`config.mk`:
```
export PLATFORM = sky130hd
export DESIGN_NAME = chip_select_wait_controller
export DESIGN_NICKNAME = d
export VERILOG_FILES = /design/src/rtl/csw_pkg.sv /design/src/rtl/area_match.sv /design/src/rtl/chip_select_wait_controller.sv
export VERILOG_INCLUDE_DIRS = /design/src /design/src/rtl
export SDC_FILE = /design/constraint.sdc
export NUM_CORES = 1
export LEC_CHECK = 0
export ABC_CLOCK_PERIOD_IN_PS = 3400
export BUFFER_PORTS_ARGS = -buffer_cell sky130_fd_sc_hd__buf_2
export CORE_ASPECT_RATIO = 0.75
export CORE_MARGIN = 2
export CORE_UTILIZATION = 35
export DETAILED_ROUTE_END_ITERATION = 16
export PLACE_DENSITY = 0.54
export SYNTH_ARGS = -nofsm -noshare
export SYNTH_HDL_FRONTEND = slang
export SYNTH_SLANG_ARGS = --single-unit
export TNS_END_PERCENT = 100
```
`constraint.sdc`:
```
create_clock -name clk_sys -period 3.4 [get_ports clk_sys]
set_input_delay 0.34 -clock clk_sys [delete_from_list [all_inputs] [get_ports clk_sys]]
set_output_delay 0.34 -clock clk_sys [all_outputs]
set_load 0.05 [all_outputs]
```
`src/rtl/csw_regs.svh`:
```
/*
  Register offsets, field positions, reset values and timing counts of the
  chip select / wait controller.
  Assumes an 8-bit register port with byte offsets as listed here.
*/
`ifndef CSW_REGS_SVH
`define CSW_REGS_SVH

// ==========================================================================
// Register offsets
`define CSW_OFS_AREA0_CTRL   8'hC0
`define CSW_OFS_AREA1_CTRL   8'hC1
`define CSW_OFS_AREA2_CTRL   8'hC2
`define CSW_OFS_AREA3_CTRL   8'hC3
`define CSW_OFS_DEFAULT_CTRL 8'hC7
`define CSW_OFS_AREA0_START  8'hC8
`define CSW_OFS_AREA0_MASK   8'hC9
`define CSW_OFS_AREA1_START  8'hCA
`define CSW_OFS_AREA1_MASK   8'hCB
`define CSW_OFS_AREA2_START  8'hCC
`define CSW_OFS_AREA2_MASK   8'hCD
`define CSW_OFS_AREA3_START  8'hCE
`define CSW_OFS_AREA3_MASK   8'hCF
`define CSW_OFS_STATUS       8'hD0

// ==========================================================================
// Control register fields
`define CSW_BIT_ENABLE       3'd7
`define CSW_BIT_MAP_SELECT   3'd6
`define CSW_BIT_TYPE_HI      3'd5
`define CSW_BIT_TYPE_LO      3'd4
`define CSW_BIT_BUS_WIDTH    3'd3
`define CSW_TYPE_ROM_SRAM    2'h0
`define CSW_TYPE_DRAM        2'h2

// ==========================================================================
// Reset values
`define CSW_RST_CTRL         8'h00
`define CSW_RST_START        8'hFF
`define CSW_RST_MASK         8'hFF

// ==========================================================================
// Wait codes and the number of wait cycles each inserts
`define CSW_WAIT_CODE_EXT    3'h2
`define CSW_WAITS_C0         4'h2
`define CSW_WAITS_C1         4'h1
`define CSW_WAITS_C2         4'h1
`define CSW_WAITS_C3         4'h0
`define CSW_WAITS_C4         4'h2
`define CSW_WAITS_C5         4'h3
`define CSW_WAITS_C6         4'h4
`define CSW_WAITS_C7         4'h8

`endif

```
`src/rtl/csw_pkg.sv`:
```
/*
  Types shared by the chip select / wait controller files.
  Assumes csw_regs.svh holds the numeric constants.
*/
package csw_pkg;

  // ========================================================================
  // Access sequencer states, one-hot
  typedef enum logic [2:0] {
    ST_IDLE   = 3'b001,
    ST_ACTIVE = 3'b010,
    ST_DONE   = 3'b100
  } access_state_e;

  // Area that won the decode
  typedef enum logic [2:0] {
    AREA_0       = 3'h0,
    AREA_1       = 3'h1,
    AREA_2       = 3'h2,
    AREA_3       = 3'h3,
    AREA_DEFAULT = 3'h4
  } area_e;

endpackage : csw_pkg

```
`src/rtl/area_match.sv`:
```
/*
  Address comparator of one chip select area.
  Assumes the caller has already widened the mask register to one mask bit
  per address bit A23..A8; start covers A23..A16, lower bits compare to 0.
*/
`timescale 1ns/1ns
module area_match (
  // Compare values
  input  wire logic [7:0]  start,
  input  wire logic [15:0] mask_wide,
  // Address under test, bits 23..8
  input  wire logic [15:0] addr_hi,
  // Result
  output logic             hit
);

  logic [15:0] want;  // Expected address bits

  // ========================================================================
  // Compare: a clear mask bit takes part, a set one is ignored
  always_comb begin
    want = {start, 8'h00};
    hit  = (((addr_hi ^ want) & ~mask_wide) == 16'h0000);
  end

endmodule : area_match

```
`src/rtl/chip_select_wait_controller.sv`:
```
/*
  Chip select and wait state controller for an external memory bus: four
  block areas decoded by start address and mask, each with enable, bus width
  and wait count (memory type on area 3 only), plus a default area with bus width and wait count.
  Assumes a same-clock access requester (start pulse plus 24-bit address)
  and an external wait pin that is asynchronous and active low.
*/
// Contract
// - Type 00 ROM/SRAM; block 3 10 DRAM
// - Bus width bit: 0 16-bit, 1 8-bit
// - Wait code sets inserted wait states
// - Start register compares A23..A16, resets ones
// - Mask bit 0 compares, 1 ignores
`timescale 1ns/1ns
`include "csw_regs.svh"
module chip_select_wait_controller
  import csw_pkg::*;
(
  // Clock, reset, clock enable
  input  wire logic        clk_sys,
  input  wire logic        rst,
  input  wire logic        ce,
  // Register port
  input  wire logic [7:0]  reg_addr,
  input  wire logic [7:0]  reg_wdata,
  input  wire logic        reg_wr,
  input  wire logic        reg_rd,
  output logic [7:0]       reg_rdata,
  // Access request from the bus unit
  input  wire logic        acc_start,
  input  wire logic [23:0] acc_addr,
  // External wait request pin
  input  wire logic        ext_wait_n,
  // Memory side results
  output logic [3:0]       area_select_n,
  output logic             dynamic_memory_controller,
  output logic             bus_8bit,
  output logic             acc_ready,
  output logic             acc_busy
);

  // ========================================================================
  // Functions

  // Wait states for a three-bit code
  function automatic logic [3:0] wait_count(input logic [2:0] code);
    logic [3:0] w;
    w = `CSW_WAITS_C0;
    unique case (code)
      3'h0: w = `CSW_WAITS_C0;
      3'h1: w = `CSW_WAITS_C1;
      3'h2: w = `CSW_WAITS_C2;
      3'h3: w = `CSW_WAITS_C3;
      3'h4: w = `CSW_WAITS_C4;
      3'h5: w = `CSW_WAITS_C5;
      3'h6: w = `CSW_WAITS_C6;
      3'h7: w = `CSW_WAITS_C7;
    endcase
    return w;
  endfunction : wait_count

  // Spread a mask register over A23..A8; areas 0 and 1 have their own layouts, areas 2 and 3 share one
  function automatic logic [15:0] widen_mask(input logic [1:0] idx,
                                             input logic [7:0] m);
    logic [15:0] r;
    r = 16'h0000;
    unique case (idx)
      2'd0:    r = {3'b000, m[7:2], {6{m[1]}}, m[0]};
      2'd1:    r = {2'b00, m[7:2], {7{m[1]}}, m[0]};
      default: r = {1'b0, m, 7'h00};
    endcase
    return r;
  endfunction : widen_mask

  // ========================================================================
  // Registers
  logic [7:0]    area_ctrl [4];   // Block area control, write only
  logic [7:0]    default_ctrl;    // Default area control, write only
  logic [7:0]    area_start [4];  // Start address A23..A16
  logic [7:0]    area_mask [4];   // Area size masks
  logic [3:0]    hit;             // Raw comparator hits
  logic          ext_wait_meta;   // Wait pin synchroniser, first stage
  logic          ext_wait_sync;   // Wait pin synchroniser, second stage
  access_state_e state;           // Access sequencer
  logic [3:0]    wait_left;       // Remaining fixed wait cycles
  logic          wait_ext;        // Current access honours the wait pin
  area_e         cur_area;        // Area of current or last access

  // Decode results
  area_e         next_area;
  logic [2:0]    next_code;
  logic          next_width;
  logic          next_dram;

  // ========================================================================
  // Register writes. Control registers have no read path, so partial
  // updates would lose bits; software writes them whole.
  always_ff @(posedge clk_sys or posedge rst) begin
    if (rst) begin
      for (int i = 0; i < 4; i++) begin
        area_ctrl[i]  <= `CSW_RST_CTRL;
        area_start[i] <= `CSW_RST_START;
        area_mask[i]  <= `CSW_RST_MASK;
      end
      default_ctrl <= `CSW_RST_CTRL;
    end else if (ce && reg_wr) begin
      unique case (reg_addr)
        `CSW_OFS_AREA0_CTRL:   area_ctrl[0]  <= reg_wdata;
        `CSW_OFS_AREA1_CTRL:   area_ctrl[1]  <= reg_wdata;
        `CSW_OFS_AREA2_CTRL:   area_ctrl[2]  <= reg_wdata;
        `CSW_OFS_AREA3_CTRL:   area_ctrl[3]  <= reg_wdata;
        `CSW_OFS_DEFAULT_CTRL: default_ctrl  <= reg_wdata;
        `CSW_OFS_AREA0_START:  area_start[0] <= reg_wdata;
        `CSW_OFS_AREA0_MASK:   area_mask[0]  <= reg_wdata;
        `CSW_OFS_AREA1_START:  area_start[1] <= reg_wdata;
        `CSW_OFS_AREA1_MASK:   area_mask[1]  <= reg_wdata;
        `CSW_OFS_AREA2_START:  area_start[2] <= reg_wdata;
        `CSW_OFS_AREA2_MASK:   area_mask[2]  <= reg_wdata;
        `CSW_OFS_AREA3_START:  area_start[3] <= reg_wdata;
        `CSW_OFS_AREA3_MASK:   area_mask[3]  <= reg_wdata;
        // Unmapped and read-only offsets: write ignored
        default: ;
      endcase
    end
  end

  // ========================================================================
  // Register reads, data one cycle after the strobe, zero otherwise
  always_ff @(posedge clk_sys or posedge rst) begin
    if (rst) begin
      reg_rdata <= 8'h00;
    end else if (ce) begin
      if (reg_rd) begin
        unique case (reg_addr)
          `CSW_OFS_AREA0_START: reg_rdata <= area_start[0];
          `CSW_OFS_AREA0_MASK:  reg_rdata <= area_mask[0];
          `CSW_OFS_AREA1_START: reg_rdata <= area_start[1];
          `CSW_OFS_AREA1_MASK:  reg_rdata <= area_mask[1];
          `CSW_OFS_AREA2_START: reg_rdata <= area_start[2];
          `CSW_OFS_AREA2_MASK:  reg_rdata <= area_mask[2];
          `CSW_OFS_AREA3_START: reg_rdata <= area_start[3];
          `CSW_OFS_AREA3_MASK:  reg_rdata <= area_mask[3];
          // Sequencer state for software diagnostics
          `CSW_OFS_STATUS:      reg_rdata <= {4'h0, acc_busy, cur_area};
          // Control registers and unmapped offsets read as zero
          default:              reg_rdata <= 8'h00;
        endcase
      end else begin
        reg_rdata <= 8'h00;
      end
    end
  end

  // ========================================================================
  // Area comparators, one per block area
  for (genvar g = 0; g < 4; g++) begin : g_match
    area_match u_match (
      .start     (area_start[g]),
      .mask_wide (widen_mask(2'(g), area_mask[g])),
      .addr_hi   (acc_addr[23:8]),
      .hit       (hit[g])
    );
  end

  // ========================================================================
  // Area decode: block 0 has the highest priority, default area last
  always_comb begin
    next_area  = AREA_DEFAULT;
    next_code  = default_ctrl[2:0];
    next_width = default_ctrl[`CSW_BIT_BUS_WIDTH];
    next_dram  = 1'b0;
    if (area_ctrl[0][`CSW_BIT_ENABLE] && hit[0]) begin
      next_area = AREA_0;
    end else if (area_ctrl[1][`CSW_BIT_ENABLE] && hit[1]) begin
      next_area = AREA_1;
    end else if (area_ctrl[2][`CSW_BIT_ENABLE] &&
                 (hit[2] || !area_ctrl[2][`CSW_BIT_MAP_SELECT])) begin
      // Map select clear makes area 2 cover all 16 Mbytes
      next_area = AREA_2;
    end else if (area_ctrl[3][`CSW_BIT_ENABLE] && hit[3]) begin
      next_area = AREA_3;
    end
    if (next_area != AREA_DEFAULT) begin
      next_code  = area_ctrl[next_area[1:0]][2:0];
      next_width = area_ctrl[next_area[1:0]][`CSW_BIT_BUS_WIDTH];
    end
    if (next_area == AREA_3 &&
        area_ctrl[3][`CSW_BIT_TYPE_HI:`CSW_BIT_TYPE_LO] == `CSW_TYPE_DRAM) begin
      next_dram = 1'b1;
    end
  end

  // ========================================================================
  // Wait pin synchroniser; only the second stage is read
  always_ff @(posedge clk_sys or posedge rst) begin
    if (rst) begin
      ext_wait_meta <= 1'b0;
      ext_wait_sync <= 1'b0;
    end else if (ce) begin
      ext_wait_meta <= ~ext_wait_n;
      ext_wait_sync <= ext_wait_meta;
    end
  end

  // ========================================================================
  // Access sequencer. Starts outside idle are ignored; the requester
  // watches acc_busy. Waits count whole clk_sys cycles.
  always_ff @(posedge clk_sys or posedge rst) begin
    if (rst) begin
      state                     <= ST_IDLE;
      wait_left                 <= 4'h0;
      wait_ext                  <= 1'b0;
      cur_area                  <= AREA_DEFAULT;
      area_select_n             <= 4'hF;
      dynamic_memory_controller <= 1'b0;
      bus_8bit                  <= 1'b0;
      acc_ready                 <= 1'b0;
      acc_busy                  <= 1'b0;
    end else if (ce) begin
      unique case (state)
        ST_IDLE: begin
          if (acc_start) begin
            state     <= ST_ACTIVE;
            acc_busy  <= 1'b1;
            cur_area  <= next_area;
            wait_left <= wait_count(next_code);
            wait_ext  <= (next_code == `CSW_WAIT_CODE_EXT);
            bus_8bit  <= next_width;
            dynamic_memory_controller <= next_dram;
            if (next_area != AREA_DEFAULT && !next_dram) begin
              area_select_n <= ~(4'h1 << next_area[1:0]);
            end
          end
        end
        ST_ACTIVE: begin
          if (wait_left != 4'h0) begin
            wait_left <= wait_left - 4'h1;
          end else if (!(wait_ext && ext_wait_sync)) begin
            acc_ready <= 1'b1;
            state     <= ST_DONE;
          end
        end
        ST_DONE: begin
          acc_ready                 <= 1'b0;
          acc_busy                  <= 1'b0;
          area_select_n             <= 4'hF;
          dynamic_memory_controller <= 1'b0;
          state                     <= ST_IDLE;
        end
        default: begin
          // Illegal one-hot code: recover to idle
          state         <= ST_IDLE;
          acc_busy      <= 1'b0;
          acc_ready     <= 1'b0;
          area_select_n <= 4'hF;
        end
      endcase
    end
  end

endmodule : chip_select_wait_controller

```
# --- Word-level counts from Yosys, hierarchy flattened ---
# Memory sizes are Yosys's and may differ from the RTL's.
# Cells that the tools add are included.
# Widths: inputs -> output; s select.
totals:
  output_inout_bits: 16
  mem_bits_ro: 32
  register_bits: 129
  mem_count: 1
memory_table:
  columns: ["name", "depth", "width", "rd", "rd_clocked_by_memory_dff", "write_ports", "line_no", "text"]
  rows:
  - ["(no name shown)", 8, 4, 1, 0, 0, "chip_select_wait_controller.sv:49", "unique case (code)"]
op_classes:
  reduce_logical: 38
  n_shift: 1
  n_eq_ne: 26
  addsub: 1
  muxes: 29
  n_bitwise: 17
  order_cmp: 1
op_table:
  columns: ["op", "n"]
  rows:
  - ["$eq 8x8->1 const B", 14]
  - ["$pmux 8 s9", 1]
  - ["$and 16x16->16", 4]
  - ["$logic_not 16->1", 4]
  - ["$xor 16x16->16", 4]
  - ["$not 15->16", 2]
  - ["$reduce_and 2->1", 13]
  - ["$mux 3", 8]
  - ["$mux 4", 6]
  - ["$bmux 8 s2", 1]
  - ["$not 13->16", 1]
  - ["$not 14->16", 1]
  - ["$pmux 4 s2", 2]
  - ["$reduce_and 4->1", 4]
  - ["$ne 2x2->1 const B", 5]
  - ["$eq 3x2->1 const B", 3]
  - ["$reduce_and 3->1", 3]
  - ["$logic_and 1x1->1", 8]
  - ["$mux 8", 1]
  - ["$mux 1", 6]
  - ["$pmux 1 s2", 3]
  - ["$pmux 3 s2", 1]
  - ["$not 4->4", 1]
  - ["$reduce_bool 2->1", 2]
  - ["other kinds (12)", 15]

# --- Longest topological paths before layout ---
# Gate-level depths: netlist (run 1).
logic_depth:
  word_depth: 16
  mapped_depth: 14
  depth_no_buf: 12

# --- Cells and area by module ---
# From an unflattened synthesis (run 1), not the netlist that was laid out.
hier_totals:
  hier_cells: 571
  area_unflattened_um2: 6492.5
by_module_without_submodules:
  columns: ["module", "area_per_inst_um2", "n_inst", "cells_per_inst", "seq_area_each_um2"]
  rows:
  - ["chip_select_wait_controller", 5791.8, 1, 475, 3090.5]
  - ["area_match", 175.2, 4, 24, 0.0]

# --- Worst setup path after synthesis (run 1) ---
# No wires, ideal clock.
synth_timing:
  path_kind: "input -> register"
  from: "input acc_addr[9]"
  to: "register wait_left[0]"
  path_stages: 12
  arrival_ns: 2.943
  n_path_buf: 0
  path_slack_ns: 0.325
  cell_sequence: "nor4_4 -> nand2_2 -> nor4_4 -> and2_2 -> a21oi_1 -> or2_1 -> and2_4 -> o41ai_1 -> ha_1 -> nand2_1 -> nor2_1 -> or3_1"
synth_via:
  elab_chain_cells: 16
  elab_cells_between_ends: 30
  cone_classes: "eq/ne: 1; mux: 10; bitwise: 9; reduce/logical: 9; memory: 1"
synth_rtl:
  columns: ["item", "line_no", "text"]
  rows:
  - ["from (decl)", "chip_select_wait_controller.sv:31", "input wire logic [23:0] acc_addr,"]
  - ["$xor 16x16->16", "area_match.sv:23", "hit = (((addr_hi ^ want) & ~mask_wide) == 16'h0000);"]
  - ["$and 16x16->16", "area_match.sv:23", null]
  - ["$logic_not 16->1", "area_match.sv:23", null]
  - ["$logic_and 1x1->1 / $logic_or 1x1->1 (equally long branches)", "chip_select_wait_controller.sv:180, chip_select_wait_controller.sv:177", null]
  - ["$mux 3 / $logic_and 1x1->1 (equally long branches)", "chip_select_wait_controller.sv:180, chip_select_wait_controller.sv:176", null]
  - ["$mux 3", "chip_select_wait_controller.sv:176", "end else if (area_ctrl[2][`CSW_BIT_ENABLE] &&"]
  - ["$mux 3", "chip_select_wait_controller.sv:174", "end else if (area_ctrl[1][`CSW_BIT_ENABLE] && hit[1]) begin"]
  - ["$mux 3 *", "chip_select_wait_controller.sv:172", "if (area_ctrl[0][`CSW_BIT_ENABLE] && hit[0]) begin"]
  - ["$not 2->3 (implied by the code)", "chip_select_wait_controller.sv:184", "next_code = area_ctrl[next_area[1:0]][2:0];"]
  - ["$bmux 8 s2", "chip_select_wait_controller.sv:184", null]
  - ["$mux 4 (2 in a row)", null, null]
  - ["$mux 3 *", "chip_select_wait_controller.sv:183", "if (next_area != AREA_DEFAULT) begin"]
  - ["$mem_v2 8x4 *", null, null]
  - ["$mux 4 *", "chip_select_wait_controller.sv:222", "if (acc_start) begin"]
  - ["$pmux 4 s2 *", "chip_select_wait_controller.sv:220", "unique case (state)"]
  - ["to (signal assigned)", "chip_select_wait_controller.sv:226", "wait_left <= wait_count(next_code);"]
  - ["to (signal assigned)", "chip_select_wait_controller.sv:237", "wait_left <= wait_left - 4'h1;"]
  - ["to (decl)", "chip_select_wait_controller.sv:85", "logic [3:0] wait_left;"]
# Every way passes the cells marked *; elsewhere a longest branch is shown, timed or not. The select of a mux whose other input is x is not followed.
# A chain may end at the register's enable or synchronous reset.

# --- Final worst setup path (run 1) ---
layout_timing:
  from: "register area_start[5] in the netlist's numbering"
  to: "register wait_left[1]"
layout_via:
  elab_chain_cells: 16
  elab_cells_between_ends: 17
  cone_classes: "eq/ne: 1; mux: 10; bitwise: 3; reduce/logical: 2; memory: 1"
layout_rtl:
  columns: ["item", "line_no", "text"]
  rows:
  - ["from (decl)", "chip_select_wait_controller.sv:79", "logic [7:0] area_start [4];"]
  - ["from (signal, indexed assignment)", "chip_select_wait_controller.sv:102", "area_start[i] <= `CSW_RST_START;"]
  - ["$xor 16x16->16 *", "area_match.sv:23", null]
  - ["$and 16x16->16 *", "area_match.sv:23", null]
  - ["$logic_not 16->1 *", "area_match.sv:23", null]
  - ["$logic_and 1x1->1 *", "chip_select_wait_controller.sv:180", "end else if (area_ctrl[3][`CSW_BIT_ENABLE] && hit[3]) begin"]
  - ["$mux 3 *", "chip_select_wait_controller.sv:180", null]
  - ["$mux 3 *", "chip_select_wait_controller.sv:176", null]
  - ["$mux 3 *", "chip_select_wait_controller.sv:174", null]
  - ["$mux 3 *", "chip_select_wait_controller.sv:172", null]
  - ["$not 2->3 (implied by the code)", "chip_select_wait_controller.sv:184", null]
  - ["$bmux 8 s2", "chip_select_wait_controller.sv:184", null]
  - ["$mux 4 (2 in a row)", null, null]
  - ["$mux 3 *", "chip_select_wait_controller.sv:183", null]
  - ["$mem_v2 8x4 *", null, null]
  - ["$mux 4 *", "chip_select_wait_controller.sv:222", null]
  - ["$pmux 4 s2 *", "chip_select_wait_controller.sv:220", null]
# Marked as above.

==> results of run 1 <==
==> final timing paths <==
path / to / from / slack (ps)
max: wait_left[1] / area_start[5] / 140
max reg2reg: wait_left[1] / area_start[5] / 140
min in group asynchronous: area_ctrl[25] / rst / 130
min reg2reg: bus_8bit / bus_8bit / 490
min: ext_wait_meta / ext_wait_n / 100
max in group asynchronous: area_select_n[3] / rst / 2370
==> power breakdown <==
group          internal (mW)  leakage, nW  switching (mW)
logic                  0.201         1.51           0.363
registers               1.56         1.40          0.0830
clock network           1.10        0.281           0.684
total                   2.85         3.20            1.13
==> cell families (layout without fill, tap and decap cells) <==
kind of cell,Yosys count,after routing,synth area share [%]
AOI/OAI and AO/OA,98,98,11.4
DFF,120,120,49.0
buffers and inverters,40,131,2.64
xor gates and xnor gates,32,32,4.44
muxes,100,100,17.8
adders and majority gates,5,5,0.991
and+or+nand+nor,141,141,13.8
==> worst max-delay path: stages (launching register included) <==
cell and delay, ps:
dfstp_2 550, xnor2_1 160, o22ai_2 140, nor4_4 420, and2_4 240, a21oi_1 70, or2_1 230, and2_4 160
o41a_1 430, ha_1 200, nand2_1 80, o21ai_0 70, or3b_1 380
==> synth_stat cells (2+ instances only) <==
cell type  instances
mux2_2            94
dfstp_2           70
dfrtp_1           50
xnor2_1           30
nor2_1            27
nand2_1           26
inv_1             19
a22oi_1           18
o22ai_1           18
nand3_1           17
o21ai_0           17
a222oi_1          12
clkbuf_1          11
a21oi_1           10
and3_1             9
nor3_1             9
buf_2              7
nor3_2             7
nand2b_1           6
and4_1             5
ha_1               5
a31oi_1            4
nand3b_1           4
and2b_1            3
mux2_1             3
mux2i_1            3
nand4b_1           3
a21o_1             2
a221oi_1           2
buf_4              2
nor2b_1            2
nor4_2             2
nor4_4             2
nor4b_4            2
o211ai_1           2
or3_1              2
xor2_1             2
==> metrics by stage <==
stage / util (%) / cell area, um^2
3_5_place_dp: 39.5 / 6970
5_1_grt: 43.3 / 7650
6_report: 43.3 / 7650
4_1_cts: 42.8 / 7560
2_1_floorplan: - / 6320
3_3_place_gp: 39.5 / 6970
==> final cells by class <==
cell class	instances	area share, %
Multi-Input combinational cell	376	40.7
Sequential cell	120	40.4
Clock buffer	20	6.27
Timing Repair Buffer	80	6.25
Tap cell	242	3.96
Clock inverter	12	1.44
Inverter	19	0.982
==> sequential cells by signal (all words and copies together) (netlist names), 3 cells and up <==
register / count
area_mask: 32
area_start: 32
area_ctrl: 23
reg_rdata: 8
area_select_n: 4
default_ctrl: 4
wait_left: 4
cur_area: 3
state: 3
==> what timing repair did <==
item,in CTS,in global routing
hold buffers,0,0
resized for setup,0,8
setup buffers,0,4
setup endpoints to repair,0,2
==> routing by layer <==
metal	track usage [%]	up-vias	wire [um]
met5	0	-	0
met4	5.00	0	198
met3	5.04	17	1200
met2	27.5	156	7610
met1	29.3	2388	8990
li1	-	2150	-
==> metrics.yaml, run 1 <==
start_util_pct: 35.7
synth.top_cell.area_share_pct: 29.1
relSlewSlack_pct: 34.3
seq_area_um2: 3090
finalCriticalPeriod_ps: 3260
finalPower_mw: 3.98
final_common_cell: "mux2_2"
worstPathArrival_ps: 3550
powerDensity_nw_per_um2: 521
drt-initial-drc-count: 387
ctsHtreeMaxLevel: 4
drive_gt1_share_pct: 49.0
critPathCaptureType: "flop"
crit_path_start_kind: "flop"
synth_top_flop_cell: "dfstp_2"
finalWorstSetupSlack_ps: 142
fin_setup_tns_ps: 0
synth_area_per_cell_um2: 11.8
syn_inst: 536
yosys_warnings: 0
synth_area_um2: 6310
cts_tree: "done"
area_growth_pct: 21.1
ys_seq_area_share_pct: 49.0
num-nets-final: 666
max_cap_viol_count: 0
multi_input_area_um2: 3110
cts_buffers: 17
root_buffer: "clkbuf_16"
rows: 42
vias_per_cell: 5.42
dieArea_um2: 19100
dr.pass1.iters: 5
routed_wl_um: 18000
hold_viol_final: 0
critPathMaxFanout: 4
die_x_um: 159
wl_per_cell_um: 20.7
final_cell_mix: "94 x mux2_2, 70 x dfstp_2, 54 x buf_2"
clk_path_buf_depth: 2
placed_cells_incl_taps: 833
ioPinCount: 63
fin_worst_skew_ps: 8.91
numClockSinks: 120
final-setup-viol-count: 0
grt_overflow: 0
vias: 4711
path_class: "flop to flop"
yosysTopAreaCell: "dfstp_2"
hold_path_class: "input pin to flop"
worstPathRequired_ps: 3690
tightest_slew_ps: 986
reg2regPathDepth: 12
yosys_register_bits: 120
post-place-ws_ps: -52.3
cts.clk_slew.worst_paths_ps: 60
synth_area_leaders: "dfstp_2 29%, dfrtp_1 20%, mux2_2 17%, xnor2_1 4.2%, a22oi_1 2.1%"
grtUsageTotal_pct: 19.5
nFillCells: 1672
syn_nets: 588
diodes: 0
grt_pass1_vias: 4813
dp.final_hpwl_um: 13100
post-route-period-util_pct: 95.8
grt_pass1_wl_um: 28000
insertion_delay_ps: 420
leakagePower_nw: 3.20
synth_edf_count: 0
grt_max_degree: 58
antenna_found_initial: 1
ys_async_sr_fraction_pct: 100
drc_errors: 0
core_um2: 17700
io_buffers: 54
die_h_um: 120
whs_path_depth: 2
synth_cell_types: 66
fmax_mhz: 307
drv_slew: 0
globalplace.congestion: 0.909
ant_nets: 0
outcome: "finished clean"
final_cells: 869
peakVddDrop_mv: 0.308
hold_slack_ps: 97.9
No activity file was read; power rests on OpenSTA's default activity.
==> inputs of run 2 (changes only) <==
- ABC_AREA: not set -> 1
==> run 2 against run 1 <==
Compared with the run above: clock power increased by 14%; combinational power rose by 20%; first-iteration DRC count is 45% higher; critical endpoint is now wait_left[2].
==> metrics.yaml, run 2 <==
power.internal_mw: 3.13  # +9.6%
relSlewSlack_pct: 40.8  # +6.5 points
leakagePower_nw: 3.26  # +2.0%
grt_pass1_wl_um: 31600  # +13%
powerDensity_nw_per_um2: 579  # +11%
holdBufCountCts: 0  # unchanged
drt-initial-drc-count: 561  # +45%
fmax_mhz: 347  # +13%
post-route-period-util_pct: 84.7  # -11 points
synth_area_per_cell_um2: 7.80  # -34%
synth_area_um2: 6360  # +0.77%
critical-path-max-stage-delay_ps: 530  # -20 ps
hold_path_class: "input pin to asynchronous set/reset pin"
num-nets-final: 928  # +39%
nFillCells: 1833  # +9.6%
top_regs: "area_mask: 32 flops, area_start: 32 flops, area_ctrl: 23 flops"
path_delay_family: "simple AND/OR/NAND/NOR gates"
max_cap_viol_count: 0  # unchanged
worstPathArrival_ps: 3170  # -380 ps
io_buffers: 54  # unchanged
ys_async_sr_fraction_pct: 100  # unchanged
vias: 5684  # +21%
post-route-util_pct: 42.8  # -0.52 points
clkPwrFrac_pct: 46.4  # +1.7 points
post-place-ws_ps: 532  # +584 ps
fin_setup_tns_ps: 0  # unchanged
peakVddDrop_mv: 0.239  # -22%
dp.final_hpwl_um: 15100  # +15%
drv_slew: 0  # unchanged
outcome: "finished clean"
synth_cell_types: 41  # -38%
drive_gt1_share_pct: 23.3  # -26 points
core_um2: 17700  # +0.30%
combPwrFrac_pct: 15.5  # +1.3 points
stdcell_area_um2: 7580  # -0.90%
fin_worst_skew_ps: 10.4  # +1.49 ps
grtUsageTotal_pct: 21.9  # +2.4 points
final_cell_mix: "235 x nand2_1, 118 x o21ai_0, 91 x inv_1"
pwr-share-seq_pct: 38.1  # -3.1 points
cpMaxStageDelayCell: "dfstp_2"
root_buffer: "clkbuf_16"
critPathCaptureType: "flop"
cts_tree: "done"
dr.pass1.iters: 5  # unchanged
area_growth_pct: 19.1
synth_edf_count: 0  # unchanged
tightest_slew_ps: 886  # -100 ps
vias_per_cell: 5.03  # -7.3%
hold_slack_ps: 89.4  # -8.48 ps
syn_nets: 868  # +48%
grt_pass1_vias: 5322  # +11%
crit_path_start_kind: "flop"
drc_errors: 0  # unchanged
grt_max_degree: 64  # +10%
crit_path_cell_trace: "inv_1 -> o21ai_1 -> nand3b_1 -> nor2_1 -> nand4_1 -> nand2_4 -> nor2_1 -> nand2_1 -> o21a_1 -> o211ai_1 -> o21ai_2 -> inv_1 -> ha_1 -> nand2_1 -> o21ai_2 -> nand2_1 -> o21ai_0"
synth_area_leaders: "dfstp_2 29%, dfrtp_1 20%, nand2_1 14%, o21ai_0 9.3%, inv_1 5.4%"
crit_path_frequent_cell: "nand2_1"
critPathMaxFanout: 10  # +6
die_h_um: 121  # +0.37%
synth_top_flop_cell: "dfstp_2"
synthTopCellsByCount: "235 x nand2_1, 118 x o21ai_0, 92 x inv_1, 70 x dfstp_2, 52 x nor2_1"
numClockSinks: 120  # unchanged
antenna_found_initial: 0  # -1
finalWorstSetupSlack_ps: 519  # +378 ps
yosysTopAreaCell: "dfstp_2"
placedInstanceArea_um2: 6910  # -0.90%
rows: 42  # unchanged
diodes: 0  # unchanged
ctsHtreeMaxLevel: 4  # unchanged
final_cells: 1131  # +30%
final_common_cell: "nand2_1"
yosys_register_bits: 120  # unchanged
insertion_delay_ps: 420  # about the same
ys_seq_area_share_pct: 48.6  # -0.38 points
start_util_pct: 35.9  # +0.17 points
wl_per_cell_um: 17.8  # -14%
synth.most_common_cell: "nand2_1"
clk_path_buf_depth: 2  # unchanged
worstPathRequired_ps: 3690  # about the same
finalCriticalPeriod_ps: 2880  # -378 ps
finalPower_mw: 4.38  # +10%
routed_wl_um: 20100  # +12%
ioPinCount: 63  # unchanged
cts.clk_slew.worst_paths_ps: 60  # about the same
cp_num_buf_inv: 2  # +2
die_x_um: 160  # +0.38%
globalplace.congestion: 0.953  # +4.8%
post_cts_resized: 0  # unchanged
grt_overflow: 0  # unchanged
dieArea_um2: 19300  # +0.75%
synth.top_cell.area_share_pct: 28.9  # -0.22 points
yosys_warnings: 0  # unchanged
placed_cells_incl_taps: 1099  # +32%
syn_inst: 816  # +52%
final-setup-viol-count: 0  # unchanged
cts_buffers: 17  # unchanged
p_switching_mw: 1.26  # +11%
cts_setup_buffers: 0  # unchanged
path_class: "flop to flop"
ant_nets: 0  # unchanged
hold_viol_final: 0  # unchanged
p_sw_share_pct: 28.7  # +0.30 points
rsz0062_at_grt: "false"
==> run 2: layout make-up <==
class                   instances  area, um^2  area share (%)
clock buffers                  22         507            6.69
clock inverters                10         161            2.13
multi-input cells             573        2800            37.0
well taps                     242         303            4.00
repair buffers                 58         313            4.13
flip-flops and latches        120        3090            40.8
inverters                     106         402            5.30
==> run 2: power by group through the flow <==
stage	logic [mW]	registers [mW]	clock network [mW]
6_report	0.678	1.67	2.03
3_3_place_gp	0.673	1.69	0
4_1_cts	0.681	1.67	2.06
5_1_grt	0.759	1.69	2.14
2_1_floorplan	0.350	1.80	0
3_5_place_dp	0.676	1.69	0
==> run 2: layer usage <==
layer,part of all wire (%),global-route usage (%),wire (um)
met1,51,33.7,10300
met2,40,30.3,8000
met3,7.5,4.56,1520
met4,1.7,6.65,333
met5,0,0,0
==> run 2: cell families after synthesis <==
group                      synth area share [%]
buffers and inverters                      7.38
and+or+nand+nor                            25.5
AOI/OAI and AO/OA                          16.8
DFF                                        48.6
xor gates and xnor gates                  0.826
adders and majority gates                 0.983
==> run 2: worst paths after layout <==
| kind | from | to | slack, ps | depth (start not counted) |
|---|---|---|---|---|
| worst max-delay path | area_start[28] | wait_left[2] | 520 | 17 |
| worst min-delay path | rst | reg_rdata[7] | 90 | 2 |
| worst max register to register | area_start[28] | wait_left[2] | 520 | 17 |
| worst min register to register | area_select_n[1] | area_select_n[1] | 470 | 2 |
| max in group asynchronous | rst | area_mask[1] | 2470 | 3 |
| min in group clk_sys | ext_wait_n | ext_wait_meta | 150 | 2 |
==> run 2: worst reg2reg max path, delay by kind of cell (launching register included) <==
kind / cells / cell delay, ps
buffers and inverters: 2 / 140
flip-flops: 1 / 530
AO/OA/AOI/OAI: 6 / 820
AND/OR/NAND/NOR: 8 / 1080
adder cells (fa/ha/maj): 1 / 200
==> inputs of run 3 (changes only) <==
- ABC_CLOCK_PERIOD_IN_PS: 3400 -> 2350
- clock period: 3.4 -> 2.35 ns (I/O delays scaled with it)
==> run 3 against run 2 <==
Compared with the run above: the run now ends with negative setup slack left; utilization increased by 5.7 points; clock-buffer cell count down 4; worst hold slack got worse by 74 ps; maximum frequency increased by 8.5%; die area is the same; largest power group unchanged; highest routed layer unchanged.
==> metrics.yaml, run 3 (synthesis gave the netlist of run 2 again) <==
drc_errors: 0  # unchanged
route.met3.wl_um: 1640  # +7.7%
tightest_slew_ps: 598  # -288 ps
critPathMaxFanout: 5  # -5
grt_pass1_vias: 5919  # +11%
cts_buffers: 17  # unchanged
start_util_pct: 35.9  # unchanged
die_h_um: 121  # unchanged
drv_slew: 0  # unchanged
wl_per_cell_um: 17.6  # -1.2%
drt-initial-drc-count: 574  # +2.3%
max_cap_viol_count: 0  # unchanged
dp.final_hpwl_um: 16700  # +11%
drt-met1-wl_um: 11300  # +10%
clkPwrFrac_pct: 41.6  # -4.8 points
dr.pass1.iters: 7  # +2
combPwrFrac_pct: 18.8  # +3.3 points
cpMaxStageDelayCell: "dfstp_2"
finalPower_mw: 6.09  # +39%
critical-path-max-stage-delay_ps: 560  # +30 ps
crit_path_start_kind: "flop"
die_x_um: 160  # unchanged
relSlewSlack_pct: 59.8  # +19 points
hold_path_class: "input pin to flop"
ioPinCount: 63  # unchanged
finalCriticalPeriod_ps: 2660  # -226 ps
peakVddDrop_mv: 0.340  # +42%
globalplace.congestion: 0.943  # -1.0%
grt_pass1_wl_um: 34400  # +8.9%
p_switching_mw: 1.94  # +54%
path_class: "flop to flop"
post-route-period-util_pct: 113  # +28 points
fin_worst_skew_ps: 9.11  # -1.30 ps
dieArea_um2: 19300  # unchanged
met2WireLength_um: 8730  # +9.2%
root_buffer: "clkbuf_16"
leakagePower_nw: 3.84  # +18%
nFillCells: 1781  # -2.8%
multi_input_area_um2: 2930  # +4.7%
final_common_cell: "nand2_1"
powerDensity_nw_per_um2: 710  # +23%
crit_path_cell_trace: "xnor2_2 -> nand3b_1 -> nor2_2 -> nand2_1 -> nor2_4 -> nand2_2 -> nand2_4 -> nand2_4 -> nor2_4 -> nand2_1 -> o21a_1 -> o211ai_1 -> o21ai_2 -> ha_1 -> inv_1 -> nand2_2 -> nand3_1 -> a21oi_1"
grt_overflow: 0  # unchanged
vias: 6191  # +8.9%
fmax_mhz: 377  # +8.5%
core_um2: 17700  # unchanged
hold_slack_ps: 15.4  # -74.0 ps
antenna_found_initial: 0  # unchanged
vias_per_cell: 4.93  # -1.9%
io_buffers: 54  # unchanged
drive_gt1_share_pct: 35.3  # +12 points
placedInstanceArea_um2: 7840  # +14%
violations: "negative setup slack"
rows: 42  # unchanged
grt_max_degree: 61  # -4.7%
insertion_delay_ps: 430  # about the same
stdcell_area_um2: 8580  # +13%
post-place-ws_ps: -369  # -901 ps
p_sw_share_pct: 31.8  # +3.1 points
finalWorstSetupSlack_ps: -305  # -824 ps
final_cell_mix: "228 x nand2_1, 123 x buf_4, 115 x o21ai_0"
top_layer: "met4"
rsz0062_at_grt: "true"
cts.clk_slew.worst_paths_ps: 60  # about the same
seq_area_um2: 3090  # unchanged
worstPathArrival_ps: 3020  # -150 ps
fin_setup_tns_ps: -1370  # -1370 ps
routed_wl_um: 22100  # +9.7%
num-nets-final: 1053  # +13%
clk_path_buf_depth: 2  # unchanged
numClockSinks: 120  # unchanged
grtUsageTotal_pct: 24.1  # +2.2 points
hold_viol_final: 0  # unchanged
ctsHtreeMaxLevel: 4  # unchanged
outcome: "finished with violations"
worstPathRequired_ps: 2710  # -980 ps
critPathCaptureType: "flop"
ant_nets: 0  # unchanged
top_regs: "area_mask: 32 flops, area_start: 32 flops, area_ctrl: 23 flops"
power.internal_mw: 4.16  # +33%
cp_num_buf_inv: 1  # -1
final-setup-viol-count: 5  # +5
area_growth_pct: 34.9
path_delay_family: "simple AND/OR/NAND/NOR gates"
diodes: 0  # unchanged
cts_tree: "done"
pwr-share-seq_pct: 39.6  # +1.5 points
## run 3: power by group through the flow
| stage | registers [mW] | logic [mW] | clock network, mW |
|---|---|---|---|
| floorplan | 2.61 | 0.506 | 0 |
| global placement | 2.44 | 1.09 | 0 |
| detailed placement | 2.44 | 1.09 | 0 |
| CTS | 2.41 | 1.11 | 2.57 |
| global route | 2.43 | 1.27 | 2.66 |
| finish | 2.41 | 1.15 | 2.53 |
## run 3: layout make-up
type	count	share of cell area [%]
multi-input cells	573	34.2
clock inverters	14	1.46
repair buffers	183	15.0
well taps	242	3.53
inverters	106	4.71
flip-flops and latches	120	36.0
clock buffers	18	5.12
## run 3: metal layers
metal  up-vias  global-route usage (%)
met1      2899                    37.5
li1       3046                       -
met3        33                    5.25
met5         -                       0
met2       213                    32.6
met4         0                    7.67
## run 3: stage by stage
stage,std cells,utilization [%]
after floorplan,816,-
after global placement,1220,44.3
final,1256,48.5
after detailed placement,1220,44.3
after CTS,1255,47.8
after global routing,1256,48.5
## run 3: timing repair
item | 4_1_cts | 5_1_grt
setup buffers | 2 | 1
hold buffers | 1 | 0
setup endpoints to repair | 5 | 10
gates resized for setup | 10 | 30
hold endpoints to repair | 46 | 0
pin swaps | 6 | 20
## run 3: worst reg2reg max path, stage by stage, from the launching register on
cell and delay (ps):
dfstp_2 560, xnor2_2 120, nand3b_1 190, nor2_2 180, nand2_1 100, nor2_4 140, nand2_2 70, nand2_4 90
nand2_4 80, nor2_4 100, nand2_1 60, o21a_1 100, o211ai_1 130, o21ai_2 130, ha_1 280, inv_1 40
nand2_2 50, nand3_1 50, a21oi_1 120
## run 3: final timing paths
| kind | cells past startpoint | slack [ps] | to | from |
|---|---|---|---|---|
| setup reg to reg | 18 | -310 | wait_left[0] | area_start[7] |
| min in group asynchronous | 3 | 240 | reg_rdata[7] | rst |
| setup / recovery | 18 | -310 | wait_left[0] | area_start[7] |
| hold / removal | 2 | 20 | ext_wait_meta | ext_wait_n |
| hold reg to reg | 2 | 460 | ext_wait_sync | ext_wait_meta |
| max in group asynchronous | 4 | 1500 | area_mask[3] | rst |
